`src/shared/flash_cmd_pkg.sv`:
```
package flash_cmd_pkg;

  // ----------------------------------------------------------------
  // Opcodes
  // ----------------------------------------------------------------
  localparam logic [7:0] OP_WRITE_LATCH_SET = 8'h06;
  localparam logic [7:0] OP_STATUS_READ     = 8'h05;
  localparam logic [7:0] OP_BLOCK_ERASE     = 8'hD8;
  localparam logic [7:0] OP_ARRAY_ERASE_A   = 8'h60;
  localparam logic [7:0] OP_ARRAY_ERASE_B   = 8'hC7;
  localparam logic [7:0] OP_DEEP_SLEEP      = 8'hB9;
  localparam logic [7:0] OP_WAKE_AND_ID     = 8'hAB;
  localparam logic [7:0] OP_MAKER_DEVICE_ID = 8'h90;
  localparam logic [7:0] OP_THREE_BYTE_ID   = 8'h9F;

  // ----------------------------------------------------------------
  // Frame lengths in received bits
  // ----------------------------------------------------------------
  localparam logic [5:0] BITS_OPCODE  = 6'h08;
  localparam logic [5:0] BITS_ADDRESS = 6'h20;
  localparam logic [5:0] BITS_NEVER   = 6'h3F;
  localparam logic [5:0] BITS_LAST_OP = 6'h07;

  // ----------------------------------------------------------------
  // Array layout and protection
  // ----------------------------------------------------------------
  localparam int          BLOCK_LSB   = 16;
  localparam int          BLOCK_MSB   = 20;
  localparam logic [5:0]  BLOCK_COUNT = 6'h20;
  localparam logic [2:0]  BP_ALL      = 3'h6;
  localparam logic [2:0]  BP_ONES     = 3'h7;
  localparam logic [2:0]  BP_ZEROS    = 3'h0;
  localparam int          BP_BOTTOM   = 3;

  // ----------------------------------------------------------------
  // Status byte and identification (ID values are arbitrary)
  // ----------------------------------------------------------------
  localparam int         STATUS_WIP_BIT = 0;
  localparam int         STATUS_WEL_BIT = 1;
  localparam logic [7:0] MAKER_ID       = 8'hA5;
  localparam logic [7:0] DEVICE_ID      = 8'h3C;
  localparam logic [7:0] MEMORY_TYPE    = 8'h40;
  localparam logic [7:0] CAPACITY_CODE  = 8'h15;

  // ----------------------------------------------------------------
  // Timing at 250 MHz
  // ----------------------------------------------------------------
  localparam longint unsigned CLK_PERIOD_PS         = 4000;
  localparam longint unsigned SLEEP_ENTRY_DELAY_NS  = 3000;
  localparam longint unsigned WAKE_DELAY_NS         = 3000;
  localparam longint unsigned WAKE_WITH_ID_DELAY_NS = 1800;
  localparam longint unsigned BLOCK_ERASE_TIME_MS   = 150;
  localparam longint unsigned ARRAY_ERASE_TIME_MS   = 8000;
  localparam logic [31:0] SLEEP_ENTRY_CYCLES =
    32'((SLEEP_ENTRY_DELAY_NS * 1000 + CLK_PERIOD_PS - 1) / CLK_PERIOD_PS);
  localparam logic [31:0] WAKE_CYCLES =
    32'((WAKE_DELAY_NS * 1000 + CLK_PERIOD_PS - 1) / CLK_PERIOD_PS);
  localparam logic [31:0] WAKE_WITH_ID_CYCLES =
    32'((WAKE_WITH_ID_DELAY_NS * 1000 + CLK_PERIOD_PS - 1) / CLK_PERIOD_PS);
  localparam logic [31:0] BLOCK_ERASE_CYCLES =
    32'(BLOCK_ERASE_TIME_MS * 64'd1000000000 / CLK_PERIOD_PS);
  localparam logic [31:0] ARRAY_ERASE_CYCLES =
    32'(ARRAY_ERASE_TIME_MS * 64'd1000000000 / CLK_PERIOD_PS);

  // Internal cycle sequencer
  typedef enum logic [3:0] {
    ST_IDLE       = 4'h1,
    ST_ERASE      = 4'h2,
    ST_SLEEP_WAIT = 4'h4,
    ST_WAKE_WAIT  = 4'h8
  } op_state_t;

  // ----------------------------------------------------------------
  // Decode helpers
  // ----------------------------------------------------------------

  // Whether a 64KB block is covered by the protect setting
  function automatic logic block_prot(input logic [4:0] bp,
                                      input logic       cmp,
                                      input logic [4:0] blk);
    logic [5:0] n;
    logic       hit;
    n   = 6'h00;
    hit = 1'b0;
    if (bp[2:0] >= BP_ALL) begin
      n = BLOCK_COUNT;
    end else if (bp[2:0] != BP_ZEROS) begin
      n = 6'h01 << (bp[2:0] - 3'h1);
    end
    // Top-down by default, bottom-up when the bottom bit is set
    if (bp[BP_BOTTOM]) begin
      hit = ({1'b0, blk} < n);
    end else begin
      hit = ({1'b0, blk} >= (BLOCK_COUNT - n));
    end
    return hit ^ cmp;
  endfunction

  // Chip erase only with nothing at all protected
  function automatic logic chip_free(input logic [4:0] bp, input logic cmp);
    return ((bp[2:0] == BP_ZEROS) && !cmp) ||
           ((bp[2:0] == BP_ONES) && cmp);
  endfunction

  // Whether an opcode is heard in the present device state
  function automatic logic heard(input logic [7:0] op,
                                 input logic       sleeping,
                                 input op_state_t  st);
    logic ok;
    ok = 1'b0;
    case (st)
      ST_IDLE: begin
        ok = sleeping ? (op == OP_WAKE_AND_ID) : 1'b1;
      end
      ST_ERASE: begin
        // Only status polling gets through a running erase
        ok = (op == OP_STATUS_READ);
      end
      default: begin
        ok = 1'b0;
      end
    endcase
    return ok;
  endfunction

  // Received bit count at which output begins
  function automatic logic [5:0] out_start(input logic [7:0] op);
    logic [5:0] n;
    case (op)
      OP_STATUS_READ:     n = BITS_OPCODE;
      OP_THREE_BYTE_ID:   n = BITS_OPCODE;
      OP_WAKE_AND_ID:     n = BITS_ADDRESS;
      OP_MAKER_DEVICE_ID: n = BITS_ADDRESS;
      default:            n = BITS_NEVER;
    endcase
    return n;
  endfunction

endpackage

```
`src/rtl/cycle_timer.sv`:
```
`timescale 1ns/10ps
`default_nettype none
module cycle_timer (
  // Clock and reset
  input  wire logic        clk_in,
  input  wire logic        rst_n_in,
  // Load a count; done pulses after that many cycles
  input  wire logic        load_in,
  input  wire logic [31:0] count_in,
  output logic             busy_out,
  output logic             done_out
);

  logic [31:0] remain;  // Cycles still to run

  // ----------------------------------------------------------------
  // Down counter
  // ----------------------------------------------------------------
  always_ff @(posedge clk_in) begin
    if (!rst_n_in) begin
      remain   <= 32'h0000_0000;
      done_out <= 1'b0;
    end else if (load_in) begin
      remain   <= count_in;
      done_out <= 1'b0;
    end else begin
      // Done rises in the cycle the count runs out
      done_out <= (remain == 32'h0000_0001);
      if (remain != 32'h0000_0000) begin
        remain <= remain - 32'h0000_0001;
      end
    end
  end

  assign busy_out = (remain != 32'h0000_0000);

endmodule // cycle_timer
`default_nettype wire

```
`src/rtl/flash_cmd_core.sv`:
```
// Summary of operation
// - Block erase D8H needs write latch set
// - Any address erases its whole block
// - Block erase valid only after 32 bits
// - Erase sets busy, clears write latch
// - Protected block is never erased
// - Chip erase 60H/C7H needs write latch
// - Chip erase valid only after 8 bits
// - Chip erase only when nothing protected
// - Deep sleep ignores all but wake
// - Sleep after delay, exact 8-bit frame
// - Sleep command refused while busy
// - Deselected and idle means standby
// - Power-up comes up in standby
// - Wake opcode alone releases, then delay
// - Wake with dummies repeats device ID
// - ID-form wake uses second delay
// - Wake command ignored while busy
// - 90H gives maker/device, address swaps
// - 9FH gives maker, type, capacity
// - 9FH not decoded while busy
// - Deselect ends ID output, standby
`timescale 1ns/10ps
`default_nettype none
module flash_cmd_core #(
  parameter logic [31:0] BLOCK_ERASE_CYCLES = flash_cmd_pkg::BLOCK_ERASE_CYCLES,
  parameter logic [31:0] ARRAY_ERASE_CYCLES = flash_cmd_pkg::ARRAY_ERASE_CYCLES
) (
  // Clock and reset
  input  wire logic       clk_in,
  input  wire logic       rst_n_in,
  // Serial port from the host
  input  wire logic       cs_n_in,
  input  wire logic       sclk_in,
  input  wire logic       si_in,
  output logic            so_out,
  output logic            so_oe_n_out,
  // Protection settings
  input  wire logic [4:0] block_protect_bits_in,
  input  wire logic       protect_complement_in,
  // High performance entry from the mode command logic
  input  wire logic       high_perf_enter_in,
  // Status
  output logic            write_in_progress_out,
  output logic            write_enable_latch_out,
  output logic            deep_sleep_out,
  output logic            high_perf_state_out,
  output logic            standby_out,
  // Erase request to the array
  output logic            erase_start_out,
  output logic            erase_whole_chip_out,
  output logic [4:0]      erase_block_out
);

  // ----------------------------------------------------------------
  // State
  // ----------------------------------------------------------------
  flash_cmd_pkg::op_state_t op_state;  // Internal cycle sequencer
  logic        sclk_prev;              // Clock level last cycle
  logic        cs_prev;                // Select level last cycle
  logic [7:0]  shift_in;               // Receive shifter
  logic [5:0]  bit_cnt;                // Bits received, saturating
  logic [7:0]  opcode;                 // Latched opcode
  logic [23:0] addr;                   // Latched address or dummies
  logic [7:0]  tx;                     // Transmit shifter
  logic [2:0]  tx_left;                // Bits left in tx
  logic [1:0]  byte_idx;               // Next output byte index
  logic        write_enable_latch;                    // Write enable latch
  logic        sleeping;               // Deep sleep
  logic        high_perf_state;                    // High performance state
  logic        timer_load;             // Start a timed phase
  logic [31:0] timer_count;            // Its length
  logic        timer_busy;             // Timed phase running
  logic        timer_done;             // Timed phase ended
  logic        sclk_rise;
  logic        sclk_fall;
  logic        cs_rise;
  logic        cmd_ok;
  logic        is_erase;
  logic        write_in_progress;
  logic        tx_on;
  logic [7:0]  next_byte;              // Byte for the next output slot

  // ----------------------------------------------------------------
  // Pin edge detection
  // ----------------------------------------------------------------
  // Pins are synchronous, so a one-cycle history suffices
  always_ff @(posedge clk_in) begin
    if (!rst_n_in) begin
      sclk_prev <= 1'b0;
      cs_prev   <= 1'b1;
    end else begin
      sclk_prev <= sclk_in;
      cs_prev   <= cs_n_in;
    end
  end

  assign sclk_rise = !cs_n_in && sclk_in && !sclk_prev;
  assign sclk_fall = !cs_n_in && !sclk_in && sclk_prev;
  assign cs_rise   = cs_n_in && !cs_prev;
  assign write_in_progress       = (op_state == flash_cmd_pkg::ST_ERASE);
  // Only judged once a full opcode is in
  assign cmd_ok    = (bit_cnt >= flash_cmd_pkg::BITS_OPCODE) &&
                     flash_cmd_pkg::heard(opcode, sleeping, op_state);
  assign is_erase  = (opcode == flash_cmd_pkg::OP_ARRAY_ERASE_A) ||
                     (opcode == flash_cmd_pkg::OP_ARRAY_ERASE_B);
  assign tx_on     = cmd_ok && (bit_cnt >= flash_cmd_pkg::out_start(opcode)) &&
                     (flash_cmd_pkg::out_start(opcode) != flash_cmd_pkg::BITS_NEVER);

  // ----------------------------------------------------------------
  // Receiver
  // ----------------------------------------------------------------
  always_ff @(posedge clk_in) begin
    if (!rst_n_in) begin
      shift_in <= 8'h00;
      bit_cnt  <= 6'h00;
      opcode   <= 8'h00;
      addr     <= 24'h00_0000;
    end else if (cs_n_in) begin
      // Each frame counts from zero
      bit_cnt <= 6'h00;
    end else if (sclk_rise) begin
      shift_in <= {shift_in[6:0], si_in};
      if (bit_cnt != flash_cmd_pkg::BITS_NEVER) begin
        bit_cnt <= bit_cnt + 6'h01;
      end
      if (bit_cnt == flash_cmd_pkg::BITS_LAST_OP) begin
        opcode <= {shift_in[6:0], si_in};
      end else if ((bit_cnt >= flash_cmd_pkg::BITS_OPCODE) &&
                   (bit_cnt < flash_cmd_pkg::BITS_ADDRESS)) begin
        addr <= {addr[22:0], si_in};
      end
    end
  end

  // ----------------------------------------------------------------
  // Command execution at deselect
  // ----------------------------------------------------------------
  // A frame counts only if it ends on its exact last bit; the ID-form wake takes 32 bits or more
  always_ff @(posedge clk_in) begin
    if (!rst_n_in) begin
      op_state             <= flash_cmd_pkg::ST_IDLE;
      write_enable_latch                  <= 1'b0;
      sleeping             <= 1'b0;
      high_perf_state                  <= 1'b0;
      timer_load           <= 1'b0;
      timer_count          <= 32'h0000_0000;
      erase_start_out      <= 1'b0;
      erase_whole_chip_out <= 1'b0;
      erase_block_out      <= 5'h00;
    end else begin
      timer_load      <= 1'b0;
      erase_start_out <= 1'b0;
      if (timer_done) begin
        // Timed phase over: erase ends busy, sleep wait enters sleep
        if (op_state == flash_cmd_pkg::ST_SLEEP_WAIT) begin
          sleeping <= 1'b1;
        end
        op_state <= flash_cmd_pkg::ST_IDLE;
      end else if (cs_rise && cmd_ok) begin
        case (opcode)
          flash_cmd_pkg::OP_WRITE_LATCH_SET: begin
            if (bit_cnt == flash_cmd_pkg::BITS_OPCODE) begin
              write_enable_latch <= 1'b1;
            end
          end
          flash_cmd_pkg::OP_BLOCK_ERASE: begin
            // Low address bits ignored: the whole block goes
            if ((bit_cnt == flash_cmd_pkg::BITS_ADDRESS) && write_enable_latch &&
                !flash_cmd_pkg::block_prot(block_protect_bits_in, protect_complement_in,
                            addr[flash_cmd_pkg::BLOCK_MSB:
                                 flash_cmd_pkg::BLOCK_LSB])) begin
              write_enable_latch                  <= 1'b0;
              op_state             <= flash_cmd_pkg::ST_ERASE;
              timer_load           <= 1'b1;
              timer_count          <= BLOCK_ERASE_CYCLES;
              erase_start_out      <= 1'b1;
              erase_whole_chip_out <= 1'b0;
              erase_block_out      <= addr[flash_cmd_pkg::BLOCK_MSB:
                                           flash_cmd_pkg::BLOCK_LSB];
            end
          end
          flash_cmd_pkg::OP_DEEP_SLEEP: begin
            // Heard only when idle, so a running erase is untouched
            if (bit_cnt == flash_cmd_pkg::BITS_OPCODE) begin
              high_perf_state         <= 1'b0;
              op_state    <= flash_cmd_pkg::ST_SLEEP_WAIT;
              timer_load  <= 1'b1;
              timer_count <= flash_cmd_pkg::SLEEP_ENTRY_CYCLES;
            end
          end
          flash_cmd_pkg::OP_WAKE_AND_ID: begin
            if (bit_cnt == flash_cmd_pkg::BITS_OPCODE) begin
              high_perf_state <= 1'b0;
              if (sleeping) begin
                sleeping    <= 1'b0;
                op_state    <= flash_cmd_pkg::ST_WAKE_WAIT;
                timer_load  <= 1'b1;
                timer_count <= flash_cmd_pkg::WAKE_CYCLES;
              end
            end else if ((bit_cnt >= flash_cmd_pkg::BITS_ADDRESS) &&
                         sleeping) begin
              sleeping    <= 1'b0;
              op_state    <= flash_cmd_pkg::ST_WAKE_WAIT;
              timer_load  <= 1'b1;
              timer_count <= flash_cmd_pkg::WAKE_WITH_ID_CYCLES;
            end
          end
          default: begin
            // Both chip erase opcodes land here
            if (is_erase && (bit_cnt == flash_cmd_pkg::BITS_OPCODE) &&
                write_enable_latch && flash_cmd_pkg::chip_free(block_protect_bits_in,
                                 protect_complement_in)) begin
              write_enable_latch                  <= 1'b0;
              op_state             <= flash_cmd_pkg::ST_ERASE;
              timer_load           <= 1'b1;
              timer_count          <= ARRAY_ERASE_CYCLES;
              erase_start_out      <= 1'b1;
              erase_whole_chip_out <= 1'b1;
            end
          end
        endcase
      end
      // Mode entry last, so it wins over a clear in the same cycle
      if (high_perf_enter_in) begin
        high_perf_state <= 1'b1;
      end
    end
  end

  // ----------------------------------------------------------------
  // Shared timer for erase, sleep entry and wake
  // ----------------------------------------------------------------
  cycle_timer u_timer (
    .clk_in   (clk_in),
    .rst_n_in (rst_n_in),
    .load_in  (timer_load),
    .count_in (timer_count),
    .busy_out (timer_busy),
    .done_out (timer_done)
  );

  // ----------------------------------------------------------------
  // Transmitter
  // ----------------------------------------------------------------
  // Bits leave on falling clock; bytes wrap so ID reads repeat
  always_ff @(posedge clk_in) begin
    if (!rst_n_in) begin
      so_out      <= 1'b0;
      so_oe_n_out <= 1'b1;
      tx          <= 8'h00;
      tx_left     <= 3'h0;
      byte_idx    <= 2'h0;
    end else if (cs_n_in) begin
      // Deselect ends any output and releases the pin
      so_oe_n_out <= 1'b1;
      tx_left     <= 3'h0;
      byte_idx    <= 2'h0;
    end else if (sclk_fall && tx_on) begin
      so_oe_n_out <= 1'b0;
      if (tx_left == 3'h0) begin
        so_out  <= next_byte[7];
        tx      <= {next_byte[6:0], 1'b0};
        tx_left <= 3'h7;
        if ((opcode == flash_cmd_pkg::OP_THREE_BYTE_ID) &&
            (byte_idx == 2'h2)) begin
          byte_idx <= 2'h0;
        end else begin
          byte_idx <= byte_idx + 2'h1;
        end
      end else begin
        so_out  <= tx[7];
        tx      <= {tx[6:0], 1'b0};
        tx_left <= tx_left - 3'h1;
      end
    end
  end

  // Byte selected for the next output slot
  always_comb begin
    next_byte = 8'h00;
    case (opcode)
      flash_cmd_pkg::OP_WAKE_AND_ID: begin
        next_byte = flash_cmd_pkg::DEVICE_ID;
      end
      flash_cmd_pkg::OP_MAKER_DEVICE_ID: begin
        // Address bit zero swaps the pair
        next_byte = (byte_idx[0] ^ addr[0]) ? flash_cmd_pkg::DEVICE_ID
                                            : flash_cmd_pkg::MAKER_ID;
      end
      flash_cmd_pkg::OP_THREE_BYTE_ID: begin
        if (byte_idx == 2'h0) begin
          next_byte = flash_cmd_pkg::MAKER_ID;
        end else if (byte_idx == 2'h1) begin
          next_byte = flash_cmd_pkg::MEMORY_TYPE;
        end else begin
          next_byte = flash_cmd_pkg::CAPACITY_CODE;
        end
      end
      flash_cmd_pkg::OP_STATUS_READ: begin
        next_byte[flash_cmd_pkg::STATUS_WIP_BIT] = write_in_progress;
        next_byte[flash_cmd_pkg::STATUS_WEL_BIT] = write_enable_latch;
      end
      default: begin
        next_byte = 8'h00;
      end
    endcase
  end

  // ----------------------------------------------------------------
  // Status outputs
  // ----------------------------------------------------------------
  assign write_in_progress_out  = write_in_progress;
  assign write_enable_latch_out = write_enable_latch;
  assign deep_sleep_out         = sleeping;
  assign high_perf_state_out    = high_perf_state;
  assign standby_out = cs_n_in && !timer_busy && !sleeping &&
                       (op_state == flash_cmd_pkg::ST_IDLE);
endmodule // flash_cmd_core
`default_nettype wire

```
`config.mk`:
```
export PLATFORM = sky130hd
export DESIGN_NAME = flash_cmd_core
export DESIGN_NICKNAME = d
export VERILOG_FILES = /design/src/shared/flash_cmd_pkg.sv /design/src/rtl/cycle_timer.sv /design/src/rtl/flash_cmd_core.sv
export SDC_FILE = /design/constraint.sdc
export NUM_CORES = 1
export LEC_CHECK = 0
export BUFFER_PORTS_ARGS = -buffer_cell sky130_fd_sc_hd__buf_4
export CORE_ASPECT_RATIO = 1.1
export CORE_UTILIZATION = 35
export DETAILED_ROUTE_END_ITERATION = 10
export PLACE_DENSITY = 0.52
export SYNTH_ARGS = -nofsm -noshare
export SYNTH_HDL_FRONTEND = slang
export SYNTH_SLANG_ARGS = --single-unit
```
`constraint.sdc`:
```
create_clock -name clk_in -period 3.35 [get_ports clk_in]
set_clock_uncertainty 0.05 [all_clocks]
set_input_delay 0.335 -clock clk_in [delete_from_list [all_inputs] [get_ports clk_in]]
set_output_delay 0.335 -clock clk_in [all_outputs]
set_load 0.05 [all_outputs]
```
==> run_results.csv, run 1 <==
group,metric,value,unit
run_status,status,"finished clean",
timing,tns,0,ns
power,power.density,671,nW/um^2
global_route,antenna_found_initial,0,
detailed_routing,drc,0,
timing,timing.hold.ws,0.115,ns
cts,cts_buffers,17,
finish,drive_above_1_share,16.5,%
worst_setup_path,startpoint_type,"flop",
detailed_routing,wl_per_cell,14.6,um
floorplan,fp.coreArea,16400,um^2
global_route,grt_usage,17.6,%
worst_setup_path,worstPathMaxFanout,14,
place,numPortBuffers,24,
synth,synthCells,722,
timing,finalCritPeriodShare,93.7,%
synth,ys_seq_area_share,39.0,%
cts,cts_tree,"built",
finish,antenna_cells,0,
floorplan,dieArea,17200,um^2
finish,area_growth,21.4,%
floorplan,fp.dieH,138,um
detailed_routing,drt_iter0_markers,250,
power,p_leak,2.66,nW
global_route,grt_pass1_wl,24000,um
run,cap_violations,0,
cts,insertion_delay,0.41,ns
timing,setup_viol,0,
timing,final-max-slew-violation-count,0,
floorplan,die_x,125,um
synth,synth_seq_cells,114,
floorplan,start_util,35.7,%
floorplan,num_rows,49,
cts,clkSlewWorstSetupHoldPaths,0.05,ns
detailed_routing,ant_nets,0,
timing,worst_pin_slew,0.746,ns
cts,cts_max_path_buffers,2,
cts,clock-sinks,114,
timing,rsz0062_at_grt,"no",
worst_hold_path,min_path_type,"input pin to flop",
synth,async_flop_share,0,%
timing,period_minus_slack,3.14,ns
timing,slew-limit-headroom,49.8,%
synth,syn_nets,756,
worst_setup_path,end_kind,"flop",
cts,cts_max_level,4,
floorplan,ios,26,
synth,syn_area,5850,um^2
detailed_routing,wl,14400,um
worst_setup_path,crit_path_max_incr_delay,0.44,ns
global_route,overflow,0,
synth,synth_edf_count,0,
global_route,grt_pass1_vias,4940,
worst_setup_path,critical_path_buf_inv_count,2,
detailed_routing,viasPerCell,5.21,
place,dpl.hpwl,10200,um
detailed_routing,num_vias,5113,
cts,cts_root_buffer,"clkbuf_16",
power,ir_drop,0.357,mV
timing,fmax,0.319,GHz
detailed_routing,first_pass_iters,4,
finish,fin_util,43.4,%
worst_setup_path,crit_chain,"and4bb_2 -> nand3_1 -> nand2_1 -> or2_2 -> inv_1 -> ha_1 -> nand2b_1 -> a21o_1 -> a21o_1 -> a2111oi_4 -> nor4_4 -> buf_12 -> a21o_1 -> a21oi_1",
worst_setup_path,cpLargestDelayFamily,"compound AO/OA/AOI/OAI gates",
synth,synthDistinctLibCells,65,
global_route,grt_max_degree,65,
synth,ys.warnings.count,0,
worst_setup_path,arrival,3.42,ns
place,place.gp.congestion,0.837,
worst_setup_path,crit_slowest_cell,"dfxtp_1",
worst_setup_path,crit_required,3.63,ns
timing,hold_viol,0,
finish,fill_cells,1588,
worst_setup_path,crit_top_cell,"a21o_1",
worst_setup_path,crit_type,"flop to flop",
synth,avgSynthCellArea,8.10,um^2
finish,layout.nets,800,
synth,ys.flop_type,"dfxtp_1",
==> report_power, final <==
part / switching, W / internal (W) / leakage (nW)
Clock: 0.000628 / 0.00127 / 0.295
Combinational: 0.000678 / 0.000548 / 1.44
Sequential: 0.000137 / 0.00150 / 0.923
Total: 0.00144 / 0.00332 / 2.66
==> cells in the mapped netlist, drive strengths merged (8+ instances only) <==
cell type,number,area share (%)
buf,10,1.2
nand4,15,1.6
or4,8,1.1
or2,12,1.3
nor3,22,2.0
a31oi,11,1.2
nand2,113,7.3
inv,20,1.3
xnor2,21,3.1
a21oi,64,5.5
dfxtp,114,39
xor2,17,2.5
clkbuf,29,1.9
nand3,16,1.4
or3,8,0.94
nor4,13,1.4
ha,22,4.7
nor2,66,4.2
mux2i,10,1.7
o21ai,37,3.2
==> registers in the layout, indices dropped and copies added (netlist names), 2 cells and up <==
signal,flops
shift_in,7
op_state,4
u_timer.remain,32
addr,21
bit_cnt,6
opcode,8
tx_left,3
tx,7
byte_idx,2
timer_count,8
erase_block_out,5
==> area by class of cell <==
class,instances,area [um^2],area share [%]
clock buffer,21,460,6.48
clock inverter,10,158,2.22
inverter,20,75.1,1.06
multi-input combinational,549,3370,47.4
sequential,114,2280,32.1
tap,204,255,3.59
timing repair buffer,64,505,7.12
==> metrics by stage <==
step                      area (um^2)  setup slack (ns)  power [W]  instances
final                            7100             0.212    0.00477        982
after global routing             7100           0.00812    0.00506        982
after CTS                        7070           0.00259    0.00481        982
after detailed placement         6420           -0.0799    0.00287        949
after global placement           6420           -0.0396    0.00284        949
after floorplan                  5860            0.0124    0.00256        722
==> routing by layer <==
metal / vias up / part of all wire [%] / global-route usage (%)
met5: - / 0 / 0
met2: 66 / 48 / 29.9
met4: 0 / 2.1 / 7.59
met3: 22 / 3.0 / 4.43
met1: 2380 / 47 / 21.3
li1: 2645 / - / -
==> cells by family (layout without fill, tap and decap cells) <==
family,after synthesis,count (layout),share of synthesized area [%]
simple gates,329,329,29.1
compound gates,150,150,15.4
flops,114,114,39.0
buf+inv,59,115,4.30
xor+xnor,38,38,5.69
fa+ha+maj,22,22,4.71
mux,10,10,1.71
==> final timing paths <==
path,from,end,slack (ns),cells after the start
worst min-delay path,sclk_in,sclk_prev,0.11,2
worst max-delay path,opcode[2],byte_idx[0],0.21,14
worst min register to register,addr[10],addr[11],0.40,2
worst max register to register,opcode[2],byte_idx[0],0.21,14
==> cell usage in the layout (no fill, tap or decap), drive strengths merged, types with 6 or more instances in the layout <==
cell type / synthesis / routed
xnor2: 21 / 21
and2: 6 / 6
nor2: 66 / 66
mux2i: 10 / 10
nand2b: 7 / 7
and3: 6 / 6
nand2: 113 / 113
or4: 8 / 8
ha: 22 / 22
dfxtp: 114 / 114
inv: 20 / 20
buf: 10 / 64
and4: 7 / 7
nor3: 22 / 22
a31oi: 11 / 11
nor3b: 6 / 6
nand3b: 6 / 6
or3: 8 / 8
nor4: 13 / 13
nand3: 16 / 16
xor2: 17 / 17
clkbuf: 29 / 21
o21ai: 37 / 37
or2: 12 / 12
a21oi: 64 / 64
nand4: 15 / 15
==> repair_timing <==
item,4_1_cts,5_1_grt
endpoints found under the setup margin,9,14
resized for setup,1,6
buffers inserted,2,0
pin swaps,1,1
hold buffers,0,0
Note: power is estimated with default switching activity, not from simulation.
==> run 2: changes to the inputs <==
Settings changed: CTS_CLUSTER_SIZE from default to 28, REMOVE_ABC_BUFFERS from default to 1.
==> run 2 against run 1 <==
Non-clock buffer count decreased by 3. Via count increased by 1.1%. Sequential share of layout area decreased by 0.14 points. Highest routed layer unchanged. First-iteration DRC count increased by 23%. Critical path type unchanged. Power increased by 5.2%.
==> run_results.csv, run 2 (synthesis gave the netlist of run 1 again) <==
group,metric,value,unit
floorplan,num_rows,49,
power,ir_drop,0.332,mV
place,numPortBuffers,24,
detailed_routing,wl_met3,387,um
finish,reg.largest.list,"u_timer.remain: 32 flops, addr: 21 flops",
cts,insertion_delay,0.41,ns
timing,finalCritPeriodShare,93.9,%
timing,worst_pin_slew,0.918,ns
power,power.density,701,nW/um^2
place,dpl.cell_count,948,
cts,cts_buffers,17,
timing,tns,0,ns
finish,largest_register,"u_timer.remain",
power,power.internal,0.00358,W
finish,layout.nets,798,
worst_setup_path,crit_required,3.62,ns
detailed_routing,ant_nets,0,
cts,cts_tree,"built",
finish,layout_common_cells,"nand2_1 (113), dfxtp_1 (110), nor2_1 (66)",
global_route,overflow,0,
cts,post_cts_buffers,0,
floorplan,dieArea,17200,um^2
worst_setup_path,arrival,3.41,ns
timing,timing.hold.ws,0.104,ns
detailed_routing,wl,14700,um
detailed_routing,highest_layer,"met4",
floorplan,ios,26,
cts,clkSlewWorstSetupHoldPaths,0.05,ns
power,p_sw,0.00143,W
power,p_leak,2.68,nW
run,cap_violations,0,
timing,hold_viol,0,
power,p_seq_share,32.7,%
global_route,grt_max_degree,34,
power,p_comb_share,24.6,%
finish,fill_cells,1590,
place,dpl.hpwl,10500,um
global_route,antenna_found_initial,0,
timing,fmax,0.318,GHz
cts,cts_root_buffer,"clkbuf_16",
finish,largest_reg_flops,32,
finish,fin_util,43.7,%
floorplan,fp.coreArea,16400,um^2
global_route,grt_pass1_wl,24300,um
global_route,grt_usage,17.9,%
cts,cts-hold-fix-buffers,0,
timing,worst_slack,0.205,ns
finish,multi_input_area,3370,um^2
finish,instances_no_fill,980,
place,post-place-ws,-0.213,ns
run_status,status,"finished clean",
detailed_routing,first_pass_iters,4,
detailed_routing,wl_met2,7250,um
timing,rsz0062_at_grt,"no",
finish,regArea,2290,um^2
timing,slew-limit-headroom,38.6,%
detailed_routing,viasPerCell,5.28,
floorplan,fp.dieH,138,um
detailed_routing,met1_length,6770,um
timing,final-max-slew-violation-count,0,
finish,drive_above_1_share,16.8,%
cts,cts_max_path_buffers,2,
power,switching_share,28.6,%
worst_setup_path,crit_type,"flop to flop",
worst_setup_path,startpoint_type,"flop",
finish,final_common_cell,"nand2_1",
global_route,grt_pass1_vias,4992,
power,clkPwrFrac,42.7,%
worst_hold_path,min_path_type,"input pin to flop",
finish,antenna_cells,0,
finish,area_growth,22.3,%
worst_setup_path,end_kind,"flop",
cts,cts_max_level,4,
place,place.gp.congestion,0.869,
timing,setup_viol,0,
detailed_routing,wl_per_cell,15.0,um
detailed_routing,drt_iter0_markers,308,
worst_setup_path,worstPathMaxFanout,6,
floorplan,die_x,125,um
detailed_routing,num_vias,5170,
floorplan,start_util,35.7,%
timing,period_minus_slack,3.14,ns
cts,clock-sinks,114,
detailed_routing,drc,0,
[run 2: cell count changes in the layout (fill, tap and decap cells not counted), moves of 2 or more]
| cell | delta |
|---|---|
| buf_12 | -2 |
| bufinv_16 | +3 |
| clkinvlp_4 | -2 |
| dfxtp_1 | -3 |
| dfxtp_2 | +2 |
[run 2: repair_timing]
item,CTS,global route
endpoints found under the setup margin,14,14
gates resized for setup,4,11
gates cloned,0,1
pin swaps,0,3
[run 2: power groups by stage]
stage | combinational [W] | clock, W | sequential, W
6_report | 0.00123 | 0.00214 | 0.00164
5_1_grt | 0.00139 | 0.00224 | 0.00166
3_5_place_dp | 0.00122 | 0 | 0.00166
3_3_place_gp | 0.00120 | 0 | 0.00166
2_1_floorplan | 0.000914 | 0 | 0.00163
4_1_cts | 0.00123 | 0.00219 | 0.00164
[run 2: worst max-delay path, stage by stage, from the launching register on]
cell and delay (ns):
dfxtp_4 0.36, nor4b_4 0.32, nand3b_1 0.13, a21boi_2 0.17
or2_4 0.17, inv_4 0.05, ha_1 0.26, nand2b_1 0.14
a21o_1 0.19, a21o_1 0.21, a2111oi_4 0.42, nor4_4 0.14
buf_4 0.18, a311oi_2 0.25
[run 2: cell type report]
| cell class | count | area share, % |
|---|---|---|
| clock inverter | 10 | 3.18 |
| inverter | 20 | 1.08 |
| sequential | 114 | 32.0 |
| multi-input combinational | 550 | 47.2 |
| tap | 204 | 3.57 |
| clock buffer | 21 | 6.58 |
| timing repair buffer | 61 | 6.40 |
[run 2: worst paths after layout]
check	from	endpoint	slack, ns	cells past startpoint
max	opcode[4]	tx_left[2]	0.21	13
min	sclk_in	sclk_prev	0.10	2
max reg2reg	opcode[4]	tx_left[2]	0.21	13
min reg2reg	addr[2]	addr[3]	0.40	2
[run 2: through the flow]
stage	instance area, um^2	power [W]
final	7150	0.00501
after global routing	7150	0.00529
after detailed placement	6390	0.00288
after floorplan	5670	0.00255
after CTS	7120	0.00505
after global placement	6390	0.00285
[run 2: metal layers]
metal | vias up | track usage (%)
li1 | 2632 | -
met1 | 2439 | 20.9
met2 | 76 | 31.8
met3 | 23 | 3.84
met4 | 0 | 8.06
met5 | - | 0
==> run 3: changes to the inputs <==
Settings changed: BUFFER_PORTS_ARGS -buffer_cell sky130_fd_sc_hd__buf_4 to -buffer_cell sky130_fd_sc_hd__buf_2.
==> run 3 against run 2 <==
Cell count down 0.71%. Sequential cell count unchanged. Sequential share of layout area up 0.76 points. Setup slack worse by 0.014 ns. Sequential power about the same. Final area down 2.3%. First-iteration DRC count down 16%. Critical path depth up 1. Maximum frequency down 0.46%. Critical endpoint is now byte_idx[0].
==> run_results.csv, run 3 (synthesis gave the netlist of run 1 again) <==
group,metric,value,unit
run_status,status,"finished clean",
finish,fill_cells,1620,
timing,period_minus_slack,3.16,ns
finish,instances_no_fill,973,
power,p_seq_share,33.5,%
global_route,grt_pass1_wl,23600,um
floorplan,start_util,35.7,%
finish,area_growth,19.5,%
detailed_routing,drt_iter0_markers,260,
power,clkPwrFrac,42.1,%
floorplan,fp.coreArea,16400,um^2
cts,cts_max_level,4,
worst_setup_path,r2r_slack,0.19,ns
place,numPortBuffers,24,
global_route,grt_usage,17.4,%
power,p_sw,0.00144,W
finish,layout.nets,790,
place,place_area,6280,um^2
power,power.internal,0.00345,W
power,p_leak,2.60,nW
detailed_routing,wl,14200,um
worst_setup_path,startpoint_type,"flop",
timing,slew-limit-headroom,55.1,%
finish,layout_common_cells,"nand2_1 (113), dfxtp_1 (109), nor2_1 (66)",
cts,cts_max_path_buffers,2,
detailed_routing,wl_per_cell,14.6,um
floorplan,num_rows,49,
floorplan,fp.dieH,138,um
place,dpl.hpwl,10200,um
timing,final-max-slew-violation-count,0,
detailed_routing,ant_nets,0,
timing,worst_slack,0.191,ns
worst_setup_path,arrival,3.45,ns
finish,antenna_cells,0,
detailed_routing,viasPerCell,5.20,
global_route,overflow,0,
timing,fmax,0.317,GHz
cts,insertion_delay,0.42,ns
finish,final_common_cell,"nand2_1",
global_route,grt_max_degree,65,
floorplan,dieArea,17200,um^2
cts,cts_buffers,17,
detailed_routing,first_pass_iters,5,
cts,clock-sinks,114,
timing,finalCritPeriodShare,94.3,%
global_route,grt_pass1_vias,4880,
finish,reg.largest.list,"u_timer.remain: 32 flops, addr: 21 flops",
timing,hold_viol,0,
timing,worst_pin_slew,0.674,ns
power,power,0.00489,W
timing,setup_viol,0,
cts,cts_tree,"built",
cts,cts-hold-fix-buffers,0,
floorplan,ios,26,
worst_setup_path,crit_type,"flop to flop",
place,post-place-ws,-0.155,ns
worst_setup_path,worstPathMaxFanout,14,
place,dpl.cell_count,941,
power,ir_drop,0.394,mV
power,power.density,699,nW/um^2
global_route,antenna_found_initial,0,
cts,cts_root_buffer,"clkbuf_16",
cts,clkSlewWorstSetupHoldPaths,0.06,ns
finish,largest_register,"u_timer.remain",
worst_hold_path,min_path_type,"input pin to flop",
power,p_comb_share,24.4,%
run,cap_violations,0,
power,switching_share,29.5,%
place,place.gp.congestion,0.860,
finish,drive_above_1_share,16.0,%
detailed_routing,drc,0,
worst_setup_path,end_kind,"flop",
timing,tns,0,ns
detailed_routing,num_vias,5057,
finish,stdcell_area,6990,um^2
finish,largest_reg_flops,32,
floorplan,die_x,125,um
worst_setup_path,crit_required,3.64,ns
==> run 3: cell count changes in the layout (fill, tap and decap cells not counted), moves of 2 or more <==
cell and delta:
buf_2 +24, buf_4 -31, clkbuf_8 -2, clkinv_4 +2
==> run 3: worst paths after layout <==
path                                       endpoint                from  depth (start not counted)
worst min register to register             addr[10]            addr[10]                          2
worst min-delay path            high_perf_state_out  high_perf_enter_in                          3
worst max-delay path                    byte_idx[0]           opcode[4]                         14
worst max register to register          byte_idx[0]           opcode[4]                         14
==> run 3: timing repair <==
item	CTS	global route
gates resized for setup	2	10
endpoints found under the setup margin	14	14
cloned	0	0
setup buffers	0	0
pin swaps	0	2
==> run 3: worst max-delay path, stage by stage, from the launching register on <==
cell       delay [ns]
dfxtp_4          0.39
and4bb_2         0.27
nand3_1          0.11
nand2_1          0.08
or2_2            0.34
inv_1            0.11
ha_1             0.23
nand2b_1         0.14
a21o_1           0.17
a21o_1           0.21
a2111oi_4        0.37
nor4_2           0.11
buf_4            0.21
a21o_1           0.16
a21oi_1          0.11
==> run 3: final cells by class <==
| class | count | area [um^2] | area share, % |
|---|---|---|---|
| timing repair buffer | 54 | 345 | 4.94 |
| tap | 204 | 255 | 3.65 |
| multi-input combinational | 549 | 3350 | 47.9 |
| clock buffer | 19 | 443 | 6.34 |
| inverter | 20 | 75.1 | 1.07 |
| clock inverter | 13 | 231 | 3.31 |
| sequential | 114 | 2290 | 32.8 |
==> run 3: per-layer routing <==
metal | vias up | share of wire [%] | track usage (%)
li1 | 2621 | - | -
met1 | 2341 | 45 | 20.0
met2 | 67 | 49 | 30.9
met3 | 28 | 3.2 | 3.84
met4 | 0 | 2.4 | 8.67
met5 | - | 0 | 0
==> run 3: power groups by stage <==
stage | logic [W] | clock network, W | registers (W)
finish | 0.00119 | 0.00206 | 0.00164
global route | 0.00135 | 0.00217 | 0.00166
CTS | 0.00120 | 0.00210 | 0.00164
detailed placement | 0.00119 | 0 | 0.00166
global placement | 0.00117 | 0 | 0.00166
floorplan | 0.000914 | 0 | 0.00163
==> run 3: stage by stage <==
step                hold WS [ns]  util (%)
floorplan                  0.371         -
global placement           0.387      38.4
detailed placement         0.396      38.4
CTS                       0.0820      42.5
global route               0.105      42.7
finish                    0.0951      42.7
